[src/shared/prs_params.svh]
// Offsets, fields, reset values and timing figures of the power, reset and clock sequencer
`ifndef PRS_PARAMS_SVH
`define PRS_PARAMS_SVH
// Clock rate and printed times
`define PRS_CLK_MHZ 125
`define PRS_START_MS 1
`define PRS_LONG_PRESS_MS 5600
`define PRS_HOLD_OFF_MS 2000
`define PRS_MAIN_LOSS_MS 10
// Register offsets (byte addresses)
`define PRS_ADDR_W 8
`define PRS_OFS_CTRL 8'h00
`define PRS_OFS_STATUS 8'h04
`define PRS_OFS_CLKMUL 8'h08
`define PRS_OFS_VREG 8'h0C
`define PRS_OFS_WDOG 8'h10
// CTRL fields
`define PRS_CTRL_SHDN 0
`define PRS_CTRL_USB 1
`define PRS_CTRL_WDEN 2
// STATUS fields
`define PRS_ST_KEY 0
`define PRS_ST_HOLD 1
`define PRS_ST_IOSTRAP 2
`define PRS_ST_SPISTRAP 3
`define PRS_ST_AUDIO 4
`define PRS_ST_REGON 5
`define PRS_ST_CAUSE_LO 8
// VREG fields
`define PRS_VREG_IO33 0
`define PRS_VREG_AV36 1
// Multiplier codes: factor = 1.0 + 0.5 * code
`define PRS_MUL_W 3
`define PRS_MUL_X1 3'h0
`define PRS_MUL_X35 3'h5
`define PRS_MUL_X4 3'h6
// Reset values
`define PRS_WDOG_RST 32'h0000_0000
`define PRS_RDATA_RST 32'h0000_0000
`endif

[src/shared/prs_pkg.sv]
// Types shared by the power, reset and clock sequencer
package prs_pkg;
  // Regulator power state, one-hot
  typedef enum logic [2:0] {
    PRS_OFF = 3'h1,
    PRS_STARTING = 3'h2,
    PRS_ON = 3'h4
  } prs_pwr_st_t;
  // Last reset cause, one bit each
  typedef enum logic [3:0] {
    PRS_CAUSE_NONE = 4'h0,
    PRS_CAUSE_SUPPLY = 4'h1,
    PRS_CAUSE_LONGKEY = 4'h2,
    PRS_CAUSE_WDOG = 4'h4,
    PRS_CAUSE_EXT = 4'h8
  } prs_cause_t;
endpackage

[src/design/prs_rst_sync.sv]
// Reset synchroniser: asynchronous assertion, synchronous release
`timescale 1ns/100ps
`default_nettype none
module prs_rst_sync #(
  parameter int STAGES = 2
) (
  input wire logic clk_in, // Internal clock
  input wire logic arst_b_in, // Combined reset sources, active low
  output logic rst_b_out // Released reset, from last stage
);
  logic [STAGES-1:0] chain_q;
  logic [STAGES-1:0] chain_d;

  // Shift a one in; only the next stage reads each stage but the last, which drives rst_b_out
  always_comb begin
    chain_d = {chain_q[STAGES-2:0], 1'b1};
  end

  always_ff @(posedge clk_in or negedge arst_b_in) begin
    if (!arst_b_in) begin
      chain_q <= '0;
    end else begin
      chain_q <= chain_d;
    end
  end

  assign rst_b_out = chain_q[STAGES-1];
endmodule
`default_nettype wire

[src/design/prs_sequencer.sv]
// Power key, reset source and clock multiplier sequencer
//
// The register offsets and the address-and-strobe port were chosen for this implementation.
`timescale 1ns/100ps
`default_nettype none
`include "prs_params.svh"
module prs_sequencer #(
  parameter int START_CYC = `PRS_START_MS * 1000 * `PRS_CLK_MHZ,
  parameter int LONG_CYC = `PRS_LONG_PRESS_MS * 1000 * `PRS_CLK_MHZ,
  parameter int HOLD_CYC = `PRS_HOLD_OFF_MS * 1000 * `PRS_CLK_MHZ,
  parameter int LOSS_CYC = `PRS_MAIN_LOSS_MS * 1000 * `PRS_CLK_MHZ,
  parameter int CNT_W = 32
) (
  input wire logic mclk_in, // 125 MHz clock
  input wire logic rst_b_in, // Always-on power reset, active low
  input wire logic power_key_in, // Power key level
  input wire logic ext_reset_n_in, // External reset pin, active low
  input wire logic core_supply_low_in, // Monitor: core supply under level
  input wire logic main_supply_in, // Main supply present
  input wire logic usb_detect_in, // USB connection detected
  input wire logic io_level_strap_in, // I/O level strap
  input wire logic spi_select_strap_in, // Serial boot strap
  input wire logic usb_class_strap_in, // USB class strap
  input wire logic [`PRS_ADDR_W-1:0] addr_in, // Register address
  input wire logic [31:0] wdata_in, // Write data
  input wire logic wr_in, // Write strobe
  input wire logic rd_in, // Read strobe
  output logic [31:0] rdata_out, // Read data, cycle after read
  output logic regulators_on_out, // Regulator enable
  output logic sys_rst_b_out, // Internal reset, active low
  output logic clk_buf_en_out, // Clock buffer enable
  output logic digital_pd_out, // Digital section powerdown
  output logic [`PRS_MUL_W-1:0] clk_mult_out, // Multiplier code
  output logic io_33v_out, // I/O at 3.3 V when high
  output logic analog_supply_36v_out, // Analog supply at 3.6 V when high
  output logic boot_spi_out, // Try serial memory boot
  output logic usb_audio_out // USB audio class chosen
);
  prs_pkg::prs_pwr_st_t pwr_q, pwr_d;
  logic [CNT_W-1:0] st_cnt_q, st_cnt_d;
  logic [CNT_W-1:0] lp_cnt_q, lp_cnt_d;
  logic [CNT_W-1:0] loss_cnt_q, loss_cnt_d;
  logic lp_done_q, lp_done_d;
  logic lp_fire_q, lp_fire_d;
  logic wd_fire_q, wd_fire_d;
  logic [3:0] cause_q, cause_d;
  logic [31:0] rdata_q, rdata_d;
  logic sys_rst_b;
  logic src_b;
  logic shdn_wr;
  logic ctrl_usb_q, ctrl_usb_d;
  logic ctrl_wden_q, ctrl_wden_d;
  logic [`PRS_MUL_W-1:0] mul_q, mul_d;
  logic [`PRS_MUL_W-1:0] clk_mult_q, clk_mult_d;
  logic io33_q, io33_d;
  logic av36_q, av36_d;
  logic [CNT_W-1:0] wd_cnt_q, wd_cnt_d;
  logic rel_q;
  logic io_strap_q, io_strap_d;
  logic spi_strap_q, spi_strap_d;
  logic audio_q, audio_d;
  logic usb_det_q;
  logic clk_buf_en_q;
  logic digital_pd_q;

  assign shdn_wr = wr_in && (addr_in == `PRS_OFS_CTRL) && wdata_in[`PRS_CTRL_SHDN];

  // Merge every source into one asynchronous reset request
  assign src_b = rst_b_in && ext_reset_n_in && !core_supply_low_in
    && !lp_fire_q && !wd_fire_q;

  // Release is synchronous so no flop sees a ragged edge
  prs_rst_sync #(.STAGES(2)) u_sync (
    .clk_in(mclk_in),
    .arst_b_in(src_b),
    .rst_b_out(sys_rst_b)
  );

  // Regulator state: only power reset, shutdown or supply loss turn it off
  always_comb begin
    pwr_d = pwr_q;
    st_cnt_d = '0;
    loss_cnt_d = main_supply_in ? '0 : loss_cnt_q + 1'b1;
    case (pwr_q)
      prs_pkg::PRS_OFF: begin
        loss_cnt_d = '0;
        if (power_key_in) begin
          pwr_d = prs_pkg::PRS_STARTING;
          st_cnt_d = CNT_W'(1);
        end
      end
      prs_pkg::PRS_STARTING: begin
        loss_cnt_d = '0;
        st_cnt_d = st_cnt_q + 1'b1;
        if (!power_key_in) begin
          pwr_d = prs_pkg::PRS_OFF;
        end else if (st_cnt_q >= CNT_W'(START_CYC - 1)) begin
          pwr_d = prs_pkg::PRS_ON;
        end
      end
      prs_pkg::PRS_ON: begin
        // Key release does not leave this state
        if (shdn_wr || (!main_supply_in && loss_cnt_q >= CNT_W'(LOSS_CYC - 1))) begin
          pwr_d = prs_pkg::PRS_OFF;
        end
      end
      default: begin
        pwr_d = prs_pkg::PRS_OFF;
      end
    endcase
  end

  // Long press timer, also flags the firmware power-off hold
  always_comb begin
    lp_cnt_d = lp_cnt_q;
    lp_done_d = lp_done_q;
    lp_fire_d = 1'b0;
    if (!power_key_in || pwr_q != prs_pkg::PRS_ON) begin
      lp_cnt_d = '0;
      lp_done_d = 1'b0;
    end else if (!lp_done_q) begin
      lp_cnt_d = lp_cnt_q + 1'b1;
      if (lp_cnt_q >= CNT_W'(LONG_CYC - 1)) begin
        lp_fire_d = 1'b1;
        lp_done_d = 1'b1; // Fire once per press
      end
    end
  end

  // Watchdog expires when the count reaches one while enabled
  always_comb begin
    wd_fire_d = ctrl_wden_q && (wd_cnt_q == CNT_W'(1));
  end

  // Cause of the last reset, kept across internal resets
  always_comb begin
    cause_d = cause_q;
    if (core_supply_low_in || lp_fire_q || wd_fire_q || !ext_reset_n_in) begin
      cause_d = {!ext_reset_n_in, wd_fire_q, lp_fire_q, core_supply_low_in};
    end
  end

  // Always-on flops: only the power reset clears them
  always_ff @(posedge mclk_in or negedge rst_b_in) begin
    if (!rst_b_in) begin
      pwr_q <= prs_pkg::PRS_OFF;
      st_cnt_q <= '0;
      lp_cnt_q <= '0;
      loss_cnt_q <= '0;
      lp_done_q <= 1'b0;
      lp_fire_q <= 1'b0;
      wd_fire_q <= 1'b0;
      cause_q <= prs_pkg::PRS_CAUSE_NONE;
      rdata_q <= `PRS_RDATA_RST;
    end else begin
      pwr_q <= pwr_d;
      st_cnt_q <= st_cnt_d;
      lp_cnt_q <= lp_cnt_d;
      loss_cnt_q <= loss_cnt_d;
      lp_done_q <= lp_done_d;
      lp_fire_q <= lp_fire_d;
      wd_fire_q <= wd_fire_d;
      cause_q <= cause_d;
      rdata_q <= rdata_d;
    end
  end

  // Software registers; every internal reset reloads the defaults
  always_comb begin
    ctrl_usb_d = ctrl_usb_q;
    ctrl_wden_d = ctrl_wden_q;
    mul_d = mul_q;
    io33_d = io33_q;
    av36_d = av36_q;
    wd_cnt_d = (ctrl_wden_q && wd_cnt_q != '0) ? wd_cnt_q - 1'b1 : wd_cnt_q;
    if (wr_in) begin
      case (addr_in)
        `PRS_OFS_CTRL: begin
          ctrl_usb_d = wdata_in[`PRS_CTRL_USB];
          ctrl_wden_d = wdata_in[`PRS_CTRL_WDEN];
        end
        `PRS_OFS_CLKMUL: begin
          mul_d = wdata_in[`PRS_MUL_W-1:0];
        end
        `PRS_OFS_VREG: begin
          io33_d = wdata_in[`PRS_VREG_IO33];
          av36_d = wdata_in[`PRS_VREG_AV36];
        end
        `PRS_OFS_WDOG: begin
          wd_cnt_d = CNT_W'(wdata_in); // Kick reloads the count
        end
        default: begin
        end
      endcase
    end
  end

  // Effective multiplier: USB forces x4, player mode capped at x3.5
  always_comb begin
    if (ctrl_usb_q) begin
      clk_mult_d = `PRS_MUL_X4;
    end else if (mul_q > `PRS_MUL_X35) begin
      clk_mult_d = `PRS_MUL_X35;
    end else begin
      clk_mult_d = mul_q;
    end
  end

  always_ff @(posedge mclk_in or negedge sys_rst_b) begin
    if (!sys_rst_b) begin
      ctrl_usb_q <= 1'b0;
      ctrl_wden_q <= 1'b0;
      mul_q <= `PRS_MUL_X1;
      io33_q <= 1'b0;
      av36_q <= 1'b0;
      wd_cnt_q <= `PRS_WDOG_RST;
      clk_mult_q <= `PRS_MUL_X1;
    end else begin
      ctrl_usb_q <= ctrl_usb_d;
      ctrl_wden_q <= ctrl_wden_d;
      mul_q <= mul_d;
      io33_q <= io33_d;
      av36_q <= av36_d;
      wd_cnt_q <= wd_cnt_d;
      clk_mult_q <= clk_mult_d;
    end
  end

  // I/O and serial boot straps are caught on the first edge after the internal reset lifts; the USB class strap on a USB detect rise
  always_comb begin
    io_strap_d = rel_q ? io_strap_q : io_level_strap_in;
    spi_strap_d = rel_q ? spi_strap_q : spi_select_strap_in;
    audio_d = (usb_detect_in && !usb_det_q) ? usb_class_strap_in : audio_q;
  end

  always_ff @(posedge mclk_in or negedge sys_rst_b) begin
    if (!sys_rst_b) begin
      rel_q <= 1'b0;
      io_strap_q <= 1'b0;
      spi_strap_q <= 1'b0;
      audio_q <= 1'b0;
      usb_det_q <= 1'b0;
    end else begin
      rel_q <= 1'b1;
      io_strap_q <= io_strap_d;
      spi_strap_q <= spi_strap_d;
      audio_q <= audio_d;
      usb_det_q <= usb_detect_in;
    end
  end

  // External reset stops the clock buffer at once, without waiting for a clock
  always_ff @(posedge mclk_in or negedge ext_reset_n_in) begin
    if (!ext_reset_n_in) begin
      clk_buf_en_q <= 1'b0;
      digital_pd_q <= 1'b1;
    end else begin
      clk_buf_en_q <= 1'b1;
      digital_pd_q <= 1'b0;
    end
  end

  // Read mux; unmapped addresses read zero
  always_comb begin
    rdata_d = '0;
    if (rd_in) begin
      case (addr_in)
        `PRS_OFS_CTRL: begin
          rdata_d[`PRS_CTRL_USB] = ctrl_usb_q;
          rdata_d[`PRS_CTRL_WDEN] = ctrl_wden_q;
        end
        `PRS_OFS_STATUS: begin
          rdata_d[`PRS_ST_KEY] = power_key_in;
          rdata_d[`PRS_ST_HOLD] = lp_cnt_q >= CNT_W'(HOLD_CYC);
          rdata_d[`PRS_ST_IOSTRAP] = io_strap_q;
          rdata_d[`PRS_ST_SPISTRAP] = spi_strap_q;
          rdata_d[`PRS_ST_AUDIO] = audio_q;
          rdata_d[`PRS_ST_REGON] = pwr_q == prs_pkg::PRS_ON;
          rdata_d[`PRS_ST_CAUSE_LO+3:`PRS_ST_CAUSE_LO] = cause_q;
        end
        `PRS_OFS_CLKMUL: begin
          rdata_d[`PRS_MUL_W-1:0] = clk_mult_q;
        end
        `PRS_OFS_VREG: begin
          rdata_d[`PRS_VREG_IO33] = io33_q;
          rdata_d[`PRS_VREG_AV36] = av36_q;
        end
        `PRS_OFS_WDOG: begin
          rdata_d = 32'(wd_cnt_q);
        end
        default: begin
        end
      endcase
    end
  end

  assign rdata_out = rdata_q;
  assign regulators_on_out = pwr_q[2];
  assign sys_rst_b_out = sys_rst_b;
  assign clk_buf_en_out = clk_buf_en_q;
  assign digital_pd_out = digital_pd_q;
  assign clk_mult_out = clk_mult_q;
  assign io_33v_out = io33_q;
  assign analog_supply_36v_out = av36_q;
  assign boot_spi_out = spi_strap_q;
  assign usb_audio_out = audio_q;
endmodule
`default_nettype wire

[config.mk]
export PLATFORM = sky130hd
export DESIGN_NAME = prs_sequencer
export DESIGN_NICKNAME = d
export VERILOG_FILES = /design/src/shared/prs_pkg.sv /design/src/design/prs_rst_sync.sv /design/src/design/prs_sequencer.sv
export VERILOG_INCLUDE_DIRS = /design/src /design/src/shared
export SDC_FILE = /design/constraint.sdc
export NUM_CORES = 1
export LEC_CHECK = 0
export BUFFER_PORTS_ARGS = -buffer_cell sky130_fd_sc_hd__clkbuf_2
export CORE_MARGIN = 1.5
export CORE_UTILIZATION = 55
export CTS_BUF_LIST = sky130_fd_sc_hd__clkbuf_8
export DETAILED_ROUTE_END_ITERATION = 6
export PLACE_DENSITY = 0.78
export SYNTH_ARGS = -nofsm -noshare
export SYNTH_HDL_FRONTEND = slang
export SYNTH_SLANG_ARGS = --single-unit
[constraint.sdc]
create_clock -name mclk_in -period 1.81 [get_ports mclk_in]
set_input_delay 0.4525 -clock mclk_in [delete_from_list [all_inputs] [get_ports mclk_in]]
set_output_delay 0.4525 -clock mclk_in [all_outputs]
set_load 0.01 [all_outputs]
* Yosys cells after proc, flatten, opt, wreduce, memory -nomap -nowiden
Cells that the tools add are included.
** Storage, ports and cells
- Register bits after elaboration :: 189
- Input bits :: 52
- Word-level logic and storage cells :: 104
- Output and inout port bits :: 43
** Cells by class
- Add/subtract/negate cells :: 4
- Order comparisons :: 5
- Muxes and demuxes :: 29
- Eq/ne operators :: 13
- Reduce and logical (&&, ||, !) cells :: 29
** Operator list (count)
- 2-to-1 mux 32 bit :: 8
- adder 32 x 1 -> 32 bit (second input constant) :: 3
- case mux 32 bit (2 select lines) :: 1
- equality test 32 x 1 -> 1 bit (second input constant) :: 1
- >= comparator 32 x 17 -> 1 bit (second input constant) :: 1
- >= comparator 32 x 21 -> 1 bit (second input constant) :: 1
- >= comparator 32 x 28 -> 1 bit (second input constant) :: 1
- >= comparator 32 x 30 -> 1 bit (second input constant) :: 1
- nonzero test 32 bit :: 1
- subtractor 32 x 1 -> 32 bit (second input constant) :: 1
- 2-to-1 mux 20 bit :: 1
- 2-to-1 mux 3 bit :: 6
- equality test 8 x 4 -> 1 bit (second input constant) :: 2
- logical AND 1 bit :: 10
- case mux 3 bit (3 select lines) :: 1
- equality test 8 x 3 -> 1 bit (second input constant) :: 1
- equality test 8 x 5 -> 1 bit (second input constant) :: 1
- zero test 8 bit :: 1
- case mux 1 bit (4 select lines) :: 2
- case mux 4 bit (2 select lines) :: 1
- zero test 1 bit :: 7
- 2-to-1 mux 1 bit :: 6
- != test 3 bit (second input constant) :: 2
- case mux 3 bit (2 select lines) :: 1
- 12 further kinds :: 19

* Depth between registers and ports, before layout
Gate-level depths: netlist (run 1).
- Depth after elaboration :: 6
- Depth in mapped cells :: 9
- Depth with buffers taken out :: 8

* By module
From an unflattened synthesis (run 1), not the netlist that was laid out.
** Second synthesis, totals
- Cell total of the unflattened synthesis :: 904
- Area total of the unflattened synthesis :: 9057.4 um2
** Modules (own cells, without submodules)
- prs_sequencer :: area each 9003.6 um2, instances 1, cells an instance 901, seq. area each 4682.0 um2
- prs_rst_sync :: area each 53.8 um2, instances 1, cells an instance 3, seq. area each 50.0 um2

* Worst setup path after synthesis (run 1)
Ideal clock, no wire load.
- Kind :: register to register
- Start :: register wd_cnt_q[24]
- End :: register wd_cnt_q[27]
- Buffers on the path :: 2
- Arrival time :: 2.142 ns
- Period minus slack after synthesis :: 2.279 ns
- Path slack :: -0.469 ns
- Stages on the path, launching flop included :: 9
- Library setup time :: 0.137 ns
- Data required time :: 1.673 ns
- Path through :: dfrtp_1 > or4_1 > buf_2 > or3_4 > o31ai_4 > buf_6 > nand3b_1 > xor2_1 > a21oi_1
** On the way
- Word-level cells in the longest chain between the ends :: 5
- Elaborated cells between the ends (all ways) :: 6
- Classes of those cells :: 1 x add/sub; 3 x mux; 2 x reduce/logical
** RTL lines
- from (decl) :: line prs_sequencer.sv:57 : logic [CNT_W-1:0] wd_cnt_q, wd_cnt_d;
- from (signal assigned) :: line prs_sequencer.sv:216 : wd_cnt_q <= `PRS_WDOG_RST;
- from (signal assigned) :: line prs_sequencer.sv:224 : wd_cnt_q <= wd_cnt_d;
- branches (longest 2 deep; another with subtractor 32 x 1 -> 32 bit)
- 2-to-1 mux 32 bit * :: line prs_sequencer.sv:175 : wd_cnt_d = (ctrl_wden_q && wd_cnt_q != '0) ? wd_cnt_q - 1'b1 : wd_cnt_q;
- 2-to-1 mux 32 bit :: line prs_sequencer.sv:177 : case (addr_in)
- 2-to-1 mux 32 bit * :: line prs_sequencer.sv:176 : if (wr_in) begin
- net wd_cnt_d[27] :: line prs_sequencer.sv:57
Mark *: on every way through the listed nets, which the timed path passes.
A chain may end at the register's enable or synchronous reset.

* Final worst setup path (run 1)
- Start :: register wd_cnt_q[25]
- End :: register wd_cnt_q[21]
** On the way
- Word-level cells in the longest chain between the ends :: 5
** RTL lines (line)
- nonzero test 32 bit * :: prs_sequencer.sv:175
- logical AND 1 bit * :: prs_sequencer.sv:175
- 2-to-1 mux 32 bit * :: prs_sequencer.sv:175
- 2-to-1 mux 32 bit :: prs_sequencer.sv:177
- 2-to-1 mux 32 bit * :: prs_sequencer.sv:176
- net wd_cnt_d[21] :: prs_sequencer.sv:57
Mark *: on every way through the listed nets, which the timed path passes. The rest lies on a longest branch.

==> results of run 1 <==
[kinds of logic (layout without fill, tap and decap cells)]
group | after synthesis | after routing | share of synthesized area
buffers and inverters | 47 | 307 | 0.0206
multiplexers | 17 | 17 | 0.0209
AND/OR/NAND/NOR | 457 | 457 | 0.252
adder cells (fa/ha/maj) | 7 | 7 | 0.00964
flip-flops | 189 | 189 | 0.521
XOR/XNOR | 113 | 113 | 0.109
other | 2 | 4 | 0.000826
AO/OA/AOI/OAI | 97 | 97 | 0.0668
[flip-flops by register name, indices dropped and copies added, names as in the netlist, 2 cells and up]
register,count
loss_cnt_q,32
lp_cnt_q,32
rdata_out,32
st_cnt_q,32
wd_cnt_q,32
cause_q,4
clk_mult_out,3
mul_q,3
pwr_q,3
u_sync.chain_q,2
[area by class of cell]
class / instances / area share
clock buffer: 17 / 0.0198
multi-input combinational: 695 / 0.384
timing repair buffer: 261 / 0.155
sequential: 189 / 0.402
inverter: 14 / 0.00446
tap: 216 / 0.0229
clock inverter: 15 / 0.0119
[cells in the mapped netlist, types with 21 or more instances]
master	count	area (um^2)
clkbuf_1	29	109
and3_1	21	131
and2_1	27	169
nand3_1	56	280
nand4_1	28	175
xor2_1	68	596
nor3_1	36	180
nor2_1	157	589
xnor2_1	45	394
nand2_1	58	218
dfrtp_1	187	4680
a21oi_1	45	225
[through the flow]
step | area [um^2] | hold WS, ns
finish | 11800 | 0.0904
global placement | 10900 | 0.257
floorplan | 9270 | 0.157
detailed placement | 10900 | 0.263
CTS | 11500 | 0.0732
global route | 11800 | 0.0674
[per-layer routing]
layer  vias to the layer above  track usage  routed length, um
met3                        50       0.0490               1010
li1                       3683            -                  -
met4                         2        0.115                726
met5                         -            0                 12
met1                      3785        0.346               9840
met2                       212        0.412              10800
[power by group]
group	internal, mW	switching [mW]	leakage [nW]
Clock	1.11	1.61	0.180
Combinational	0.547	0.642	2.55
Sequential	4.38	0.158	2.45
[repair_timing]
item | 4_1_cts | 5_1_grt
hold buffers | 2 | 0
pin swaps | 43 | 32
setup endpoints to repair | 35 | 58
resized for setup | 32 | 38
endpoints found under the hold margin | 43 | 0
buffers inserted | 8 | 17
[final timing paths]
check	startpoint	end	slack [ns]	depth (start not counted)
worst min register to register	u_sync.chain_q[0]	u_sync.chain_q[1]	0.36	0
worst max register to register	wd_cnt_q[25]	wd_cnt_q[21]	-0.42	7
worst min-delay path	usb_detect_in	usb_det_q	0.09	1
max in group asynchronous	rst_b_in	loss_cnt_q[2]	0.69	3
worst max-delay path	wd_cnt_q[25]	wd_cnt_q[21]	-0.42	7
min in group asynchronous	ext_reset_n_in	clk_buf_en_out	0.30	2
==> results.sh, run 1 <==
export IMPL_status="finished, violations left"
export IMPL_violations="setup timing"
export IMPL_ctsRootBufferMaster="clkbuf_8"
export IMPL_grt_pass1_wl_um=36100
export IMPL_synth_area_per_cell_um2=9.78
export IMPL_synth_enable_flop_cells=0
export IMPL_yosys_warnings=0
export IMPL_gr_usage_all_layers=0.259
export IMPL_tns_ns=-10.18
export IMPL_drv_slew=0
export IMPL_slew_headroom=0.582
export IMPL_final_cells=1407
export IMPL_seq_area_frac_synth=0.521
export IMPL_numCtsBuffers=17
export IMPL_core_um2=16000
export IMPL_place_congestion=0.852
export IMPL_wl_per_cell_um=15.9
export IMPL_drc=0
export IMPL_firstDrtPassIters=4
export IMPL_initial_core_util=0.568
export IMPL_final_cell_mix="dfrtp_1, nor2_1, buf_4"
export IMPL_arrival_ns=2.59
export IMPL_post_synth_num_cell_types=56
export IMPL_fin_util=0.737
export IMPL_antenna_cells=0
export IMPL_num_rows=46
export IMPL_worstPathMaxFanout=6
export IMPL_num_fill_cells=1140
export IMPL_io_buffers=94
export IMPL_dr_total_vias=7732
export IMPL_clock_sinks=189
export IMPL_cts_buffer_depth=2
export IMPL_drt_iter0_markers=591
export IMPL_drv_cap=0
export IMPL_power_total_mw=8.45
export IMPL_clk_pin_slew_worst_paths_ns=0.10
export IMPL_finalWorstSetupSlack_ns=-0.419
export IMPL_critical_path_cell_chain="or4_4 > or3_4 > o31ai_4 > buf_4 > or4bb_1 > xor2_1 > a21oi_1"
export IMPL_worstPathRequired_ns=2.17
export IMPL_nets=1237
export IMPL_grt_antenna_before_repair=1
export IMPL_regArea_um2=4740
export IMPL_ys_flop_type="dfrtp_1"
export IMPL_pin_count=95
export IMPL_path_buf_inv=1
export IMPL_syn_instance_count=929
export IMPL_ir_drop_mv=0.557
export IMPL_worst_setup_path_end_kind="flip-flop"
export IMPL_tightest_slew_ns=0.627
export IMPL_max_freq_mhz=449
export IMPL_synth_cell_area_um2=9090
export IMPL_final_common_cell="dfrtp_1"
export IMPL_dieArea_um2=17300
export IMPL_multiInputGateArea_um2=4530
export IMPL_rsz0062_at_grt="true"
export IMPL_power_leakage_nw=5.18
export IMPL_drive_above_1_share=0.323
export IMPL_place_ws_ns=-0.484
export IMPL_critPathKind="reg2reg"
export IMPL_ys_seq_elements=189
export IMPL_cp_slowest_stage_delay_ns=0.56
export IMPL_grt_pass1_vias=7541
export IMPL_start_kind="flip-flop"
export IMPL_hold_viol=0
export IMPL_dp_cells=1351
export IMPL_clk_latency_ns=0.49
export IMPL_critical_path_top_delay_family="simple AND/OR/NAND/NOR gates"
export IMPL_viasPerCell=5.50
export IMPL_dpl_hpwl_um=15600
export IMPL_grt_max_degree=50
export IMPL_powerDensity_nw_per_um2=717
export IMPL_cts_tree="yes"
export IMPL_ys_async_sr_fraction=1.00
export IMPL_die_x_um=132
export IMPL_htreeDepth=4
export IMPL_hold_class="in2reg"
export IMPL_finalCriticalPeriod_ns=2.23
export IMPL_period_share=1.23
export IMPL_area_growth_pct=29.7
export IMPL_die_y_um=132
export IMPL_crit_slowest_cell="or4_4"
export IMPL_grt_overflow_total=0
export IMPL_wirelength_um=22300
export IMPL_skew_ns=0.0163
export IMPL_antenna_left=0
export IMPL_finalSetupViolCount=33
No activity file was read; power rests on OpenSTA's default activity.
==> run 2: changes to the inputs <==
REMOVE_ABC_BUFFERS = 1   (was default)
==> run 2 against run 1 <==
  * The flow still finishes with violations (setup timing)
  * Core utilization down 0.20 points
  * Register-to-register slack better by 0.02 ns
  * Cell count rose by 0.21%
  * Fmax up 0.89%
  * Clock-buffer cell count is 3 higher
  * Routed wire length rose by 0.26%
  * Non-clock buffer count rose by 2
  * Final area down 0.28%
  * Critical path type unchanged
  * Largest cell class unchanged
  * Largest power group unchanged
  * Highest routed layer is now met4
==> results.sh, run 2 (synthesized netlist as in run 1, its figures left out) <==
export IMPL_tns_ns=-9.98
export IMPL_area_growth_pct=29.4
export IMPL_firstDrtPassIters=5
export IMPL_gr_usage_all_layers=0.262
export IMPL_power_total_mw=8.42
export IMPL_min_delay_start="usb_detect_in"
export IMPL_hold_depth=1
export IMPL_slew_headroom=0.598
export IMPL_ir_drop_mv=0.569
export IMPL_final_cell_mix="dfrtp_1, buf_4, nor2_1"
export IMPL_hold_end="usb_det_q"
export IMPL_grt_pass1_vias=7646
export IMPL_cts_buffer_depth=2
export IMPL_drv_slew=0
export IMPL_dpl_hpwl_um=15400
export IMPL_htreeDepth=4
export IMPL_worst_setup_path_end_kind="flip-flop"
export IMPL_numCtsBuffers=17
export IMPL_die_x_um=132
export IMPL_io_buffers=94
export IMPL_worstPathRequired_ns=2.17
export IMPL_drc=0
export IMPL_max_freq_mhz=453
export IMPL_place_congestion=0.900
export IMPL_grt_max_degree=48
export IMPL_num_rows=46
export IMPL_drt_iter0_markers=519
export IMPL_power_leakage_nw=5.19
export IMPL_cts_tree="yes"
export IMPL_finalWorstSetupSlack_ns=-0.399
export IMPL_grt_overflow_total=0
export IMPL_ctsRootBufferMaster="clkbuf_8"
export IMPL_period_share=1.22
export IMPL_violations="setup timing"
export IMPL_finalCriticalPeriod_ns=2.21
export IMPL_wirelength_um=22400
export IMPL_initial_core_util=0.568
export IMPL_r2r_start="wd_cnt_q[25]"
export IMPL_hold_viol=0
export IMPL_pin_count=95
export IMPL_clock_sinks=189
export IMPL_clk_pin_slew_worst_paths_ns=0.09
export IMPL_status="finished, violations left"
export IMPL_core_um2=16000
export IMPL_powerDensity_nw_per_um2=716
export IMPL_critPathKind="reg2reg"
export IMPL_rrSetupSlack_ns=-0.40
export IMPL_viasPerCell=5.49
export IMPL_dieArea_um2=17300
export IMPL_grt_antenna_before_repair=1
export IMPL_start_kind="flip-flop"
export IMPL_drv_cap=0
export IMPL_tightest_slew_ns=0.603
export IMPL_grt_pass1_wl_um=36600
export IMPL_worstPathMaxFanout=8
export IMPL_num_fill_cells=1143
export IMPL_wl_per_cell_um=15.9
export IMPL_skew_ns=0.0111
export IMPL_arrival_ns=2.57
export IMPL_nets=1239
export IMPL_hold_class="in2reg"
export IMPL_dr_total_vias=7738
export IMPL_rsz0062_at_grt="true"
export IMPL_final_common_cell="dfrtp_1"
export IMPL_antenna_left=0
export IMPL_reg2reg_depth=7
export IMPL_clk_latency_ns=0.47
export IMPL_drive_above_1_share=0.311
export IMPL_finalSetupViolCount=33
export IMPL_r2r_end="wd_cnt_q[13]"
export IMPL_die_y_um=132
-- run 2: cell count changes in the layout (fill, tap and decap cells not counted), sizes merged --
cell	before	now
clkinvlp	5	2
diode	0	1
clkbuf	110	113
inv	22	18
clkinv	1	5
buf	166	168
-- run 2: final cells by class --
cell class              instances  area (um^2)  share of cell area
multi-input cells             695         4470               0.380
diodes                          1         2.50            0.000213
flip-flops and latches        189         4740               0.403
clock inverters                12         95.1             0.00809
well taps                     216          270              0.0230
repair buffers                263         1850               0.158
inverters                      14         52.6             0.00447
clock buffers                  20          275              0.0234
-- run 2: through the flow --
step	instance area (um^2)	util	hold slack [ns]	cells	setup WS (ns)
3_3_place_gp	10900	0.678	0.258	1348	-0.573
4_1_cts	11400	0.711	0.0777	1387	-0.388
3_5_place_dp	10900	0.678	0.262	1348	-0.650
5_1_grt	11800	0.735	0.0762	1410	-0.501
6_report	11800	0.735	0.0943	1410	-0.399
2_1_floorplan	8960	-	0.157	898	-1.53
-- run 2: routing by layer --
layer	vias to the layer above	wire length, um	track usage
li1	3695	-	-
met1	3762	9750	0.354
met2	238	10900	0.423
met3	43	1280	0.0544
met4	0	491	0.0877
met5	-	0	0
-- run 2: how the worst max path moves through the flow --
stage | start | end | slack, ns
after floorplan | addr_in[1] | wd_cnt_q[1] | -1.53
after global placement | addr_in[1] | wd_cnt_q[1] | -0.57
after detailed placement | addr_in[1] | wd_cnt_q[15] | -0.65
after CTS | wd_cnt_q[25] | wd_cnt_q[13] | -0.39
after global routing | wd_cnt_q[25] | wd_cnt_q[17] | -0.50
final | wd_cnt_q[25] | wd_cnt_q[13] | -0.40
-- run 2: worst max-delay path, cell delays in order, from the launching register on --
cell and delay [ns]:
dfrtp_1 0.38, or4_4 0.55, or3_4 0.41, o31ai_4 0.21, buf_6 0.17, or3_1 0.13, xor2_1 0.16, a21oi_1 0.09
-- run 2: report_power, final --
part / total [mW] / switching [mW] / internal [mW] / leakage (nW)
clock network: 2.65 / 1.47 / 1.18 / 0.197
logic: 1.25 / 0.670 / 0.579 / 2.54
registers: 4.52 / 0.146 / 4.38 / 2.45
total: 8.42 / 2.28 / 6.14 / 5.19
-- run 2: repair_timing --
item,in CTS,in global routing
gates resized for setup,20,53
pin swaps,19,31
setup endpoints to repair,72,93
buffers inserted,6,22
cloned,0,0
hold buffers,2,0
endpoints found under the hold margin,38,0
==> run 3: changes to the inputs <==
CORE_UTILIZATION = 42   (was 55)
PLACE_DENSITY = default   (was 0.78)
clock period = 2.55 ns   (was 1.81 ns; I/O delays follow)
==> run 3 against run 2 <==
  * The flow now finishes without violations
  * Routed wire length down 10%
  * Clock skew up 0.0035 ns
  * Global-route usage down 7.0 points
  * Final area down 10%
  * Cell count down 5.3%
  * Sequential power down 28%
  * Clock-buffer cell count unchanged
  * Critical path depth unchanged
==> results.sh, run 3 (synthesized netlist as in run 1, its figures left out) <==
export IMPL_skew_ns=0.0147
export IMPL_clk_latency_ns=0.46
export IMPL_critPathKind="reg2reg"
export IMPL_area_growth_pct=16.0
export IMPL_p_int_mw=4.48
export IMPL_cts_tree="yes"
export IMPL_powerDensity_nw_per_um2=575
export IMPL_dieArea_um2=22500
export IMPL_dr_wl_met3_um=694
export IMPL_wirelength_um=20100
export IMPL_power_leakage_nw=4.45
export IMPL_clock_sinks=189
export IMPL_rrSetupSlack_ns=0.20
export IMPL_switching_power_mw=1.58
export IMPL_die_x_um=150
export IMPL_tightest_slew_ns=0.774
export IMPL_dr_total_vias=6906
export IMPL_dp_cells=1301
export IMPL_firstDrtPassIters=4
export IMPL_hold_viol=0
export IMPL_wl_met1_um=10100
export IMPL_io_buffers=94
export IMPL_max_freq_mhz=426
export IMPL_p_comb_frac=0.095
export IMPL_r2r_end="wd_cnt_q[21]"
export IMPL_r2r_start="wd_cnt_q[25]"
export IMPL_cts_buffer_depth=2
export IMPL_netSwitchingFraction=0.261
export IMPL_reg2reg_depth=7
export IMPL_final_cells=1335
export IMPL_drc=0
export IMPL_grt_max_degree=48
export IMPL_dpl_hpwl_um=14500
export IMPL_place_congestion=0.849
export IMPL_drv_slew=0
export IMPL_die_y_um=150
export IMPL_drt_iter0_markers=438
export IMPL_nets=1105
export IMPL_place_ws_ns=-0.0714
export IMPL_grt_antenna_before_repair=1
export IMPL_finalWorstSetupSlack_ns=0.203
export IMPL_period_share=0.920
export IMPL_worst_setup_path_end_kind="flip-flop"
export IMPL_rsz0062_at_grt="false"
export IMPL_power_frac_seq=0.534
export IMPL_core_um2=21200
export IMPL_worstPathMaxFanout=7
export IMPL_holdWs_ns=0.0852
export IMPL_ctsRootBufferMaster="clkbuf_8"
export IMPL_htreeDepth=4
export IMPL_clk_pin_slew_worst_paths_ns=0.10
export IMPL_cts_setup_buffers=0
export IMPL_ir_drop_mv=0.341
export IMPL_antenna_left=0
export IMPL_slew_headroom=0.477
export IMPL_numCtsBuffers=17
export IMPL_grt_pass1_vias=6898
export IMPL_pwr_share_clk=0.371
export IMPL_wl_per_cell_um=15.1
export IMPL_hold_class="in2async"
export IMPL_num_rows=53
export IMPL_worstPathRequired_ns=2.90
export IMPL_arrival_ns=2.69
export IMPL_grt_pass1_wl_um=34400
export IMPL_finalSetupViolCount=0
export IMPL_finalCriticalPeriod_ns=2.35
export IMPL_drv_cap=0
export IMPL_final_cell_mix="dfrtp_1, nor2_1, clkbuf_2"
export IMPL_viasPerCell=5.17
export IMPL_num_fill_cells=2034
export IMPL_fin_util=0.498
export IMPL_grt_overflow_total=0
export IMPL_routed_top_layer="met4"
export IMPL_gr_usage_all_layers=0.192
export IMPL_final_common_cell="dfrtp_1"
export IMPL_wl_met2_um=9230
export IMPL_pin_count=95
export IMPL_start_kind="flip-flop"
export IMPL_drive_above_1_share=0.181
export IMPL_initial_core_util=0.430
export IMPL_status="completed"
run 3: cell count changes in the layout (fill, tap and decap cells not counted), sizes merged:
cell         previous run  this run
inv                    18        17
clkinvlp                2         1
bufinv                  1         4
clkinv                  5         4
dlygate4sd3             2         1
buf                   168        35
run 3: through the flow:
step	setup TNS (ns)	power (mW)	cell area, um^2
detailed placement	-2.55	3.88	10100
global route	0	6.34	10500
global placement	-2.46	3.87	10100
finish	0	6.06	10500
floorplan	-25.01	3.59	8960
CTS	0	6.15	10500
run 3: what timing repair did:
item	4_1_cts	5_1_grt
resized for setup	0	1
hold buffers	1	0
endpoints found under the setup margin	0	2
endpoints found under the hold margin	1	0
run 3: layer usage:
layer,global-route usage,vias to the layer above
met2,0.296,111
met3,0.0379,9
met1,0.278,3363
met5,0,-
met4,0.0456,0
li1,-,3423
run 3: power by group through the flow:
stage / logic (mW) / registers [mW] / clock network, mW
3_5_place_dp: 0.582 / 3.30 / 0
5_1_grt: 0.648 / 3.26 / 2.43
3_3_place_gp: 0.575 / 3.30 / 0
4_1_cts: 0.588 / 3.24 / 2.32
6_report: 0.578 / 3.24 / 2.25
2_1_floorplan: 0.318 / 3.28 / 0
run 3: layout make-up:
cell class	instances	area, um^2	share of cell area
flip-flops and latches	189	4730	0.449
multi-input cells	695	4190	0.397
repair buffers	129	767	0.0728
well taps	275	344	0.0326
clock buffers	20	275	0.0261
clock inverters	12	181	0.0172
inverters	14	52.6	0.00499
diodes	1	2.50	0.000237
run 3: critical path, stage by stage (launching register included):
cell     delay (ns)
dfrtp_1        0.41
or4_4          0.59
or3_4          0.41
o31ai_4        0.26
buf_4          0.18
or4bb_1        0.13
xor2_1         0.17
a21oi_1        0.09
run 3: worst max-delay path by stage:
stage / startpoint / endpoint / slack [ns] / cells past startpoint
floorplan: addr_in[1] / wd_cnt_q[1] / -0.97 / 5
global placement: addr_in[1] / rdata_out[3] / -0.06 / 8
detailed placement: addr_in[1] / wd_cnt_q[12] / -0.07 / 8
CTS: wd_cnt_q[25] / wd_cnt_q[13] / 0.12 / 7
global route: wd_cnt_q[28] / wd_cnt_q[13] / 0.07 / 7
finish: wd_cnt_q[25] / wd_cnt_q[21] / 0.20 / 7
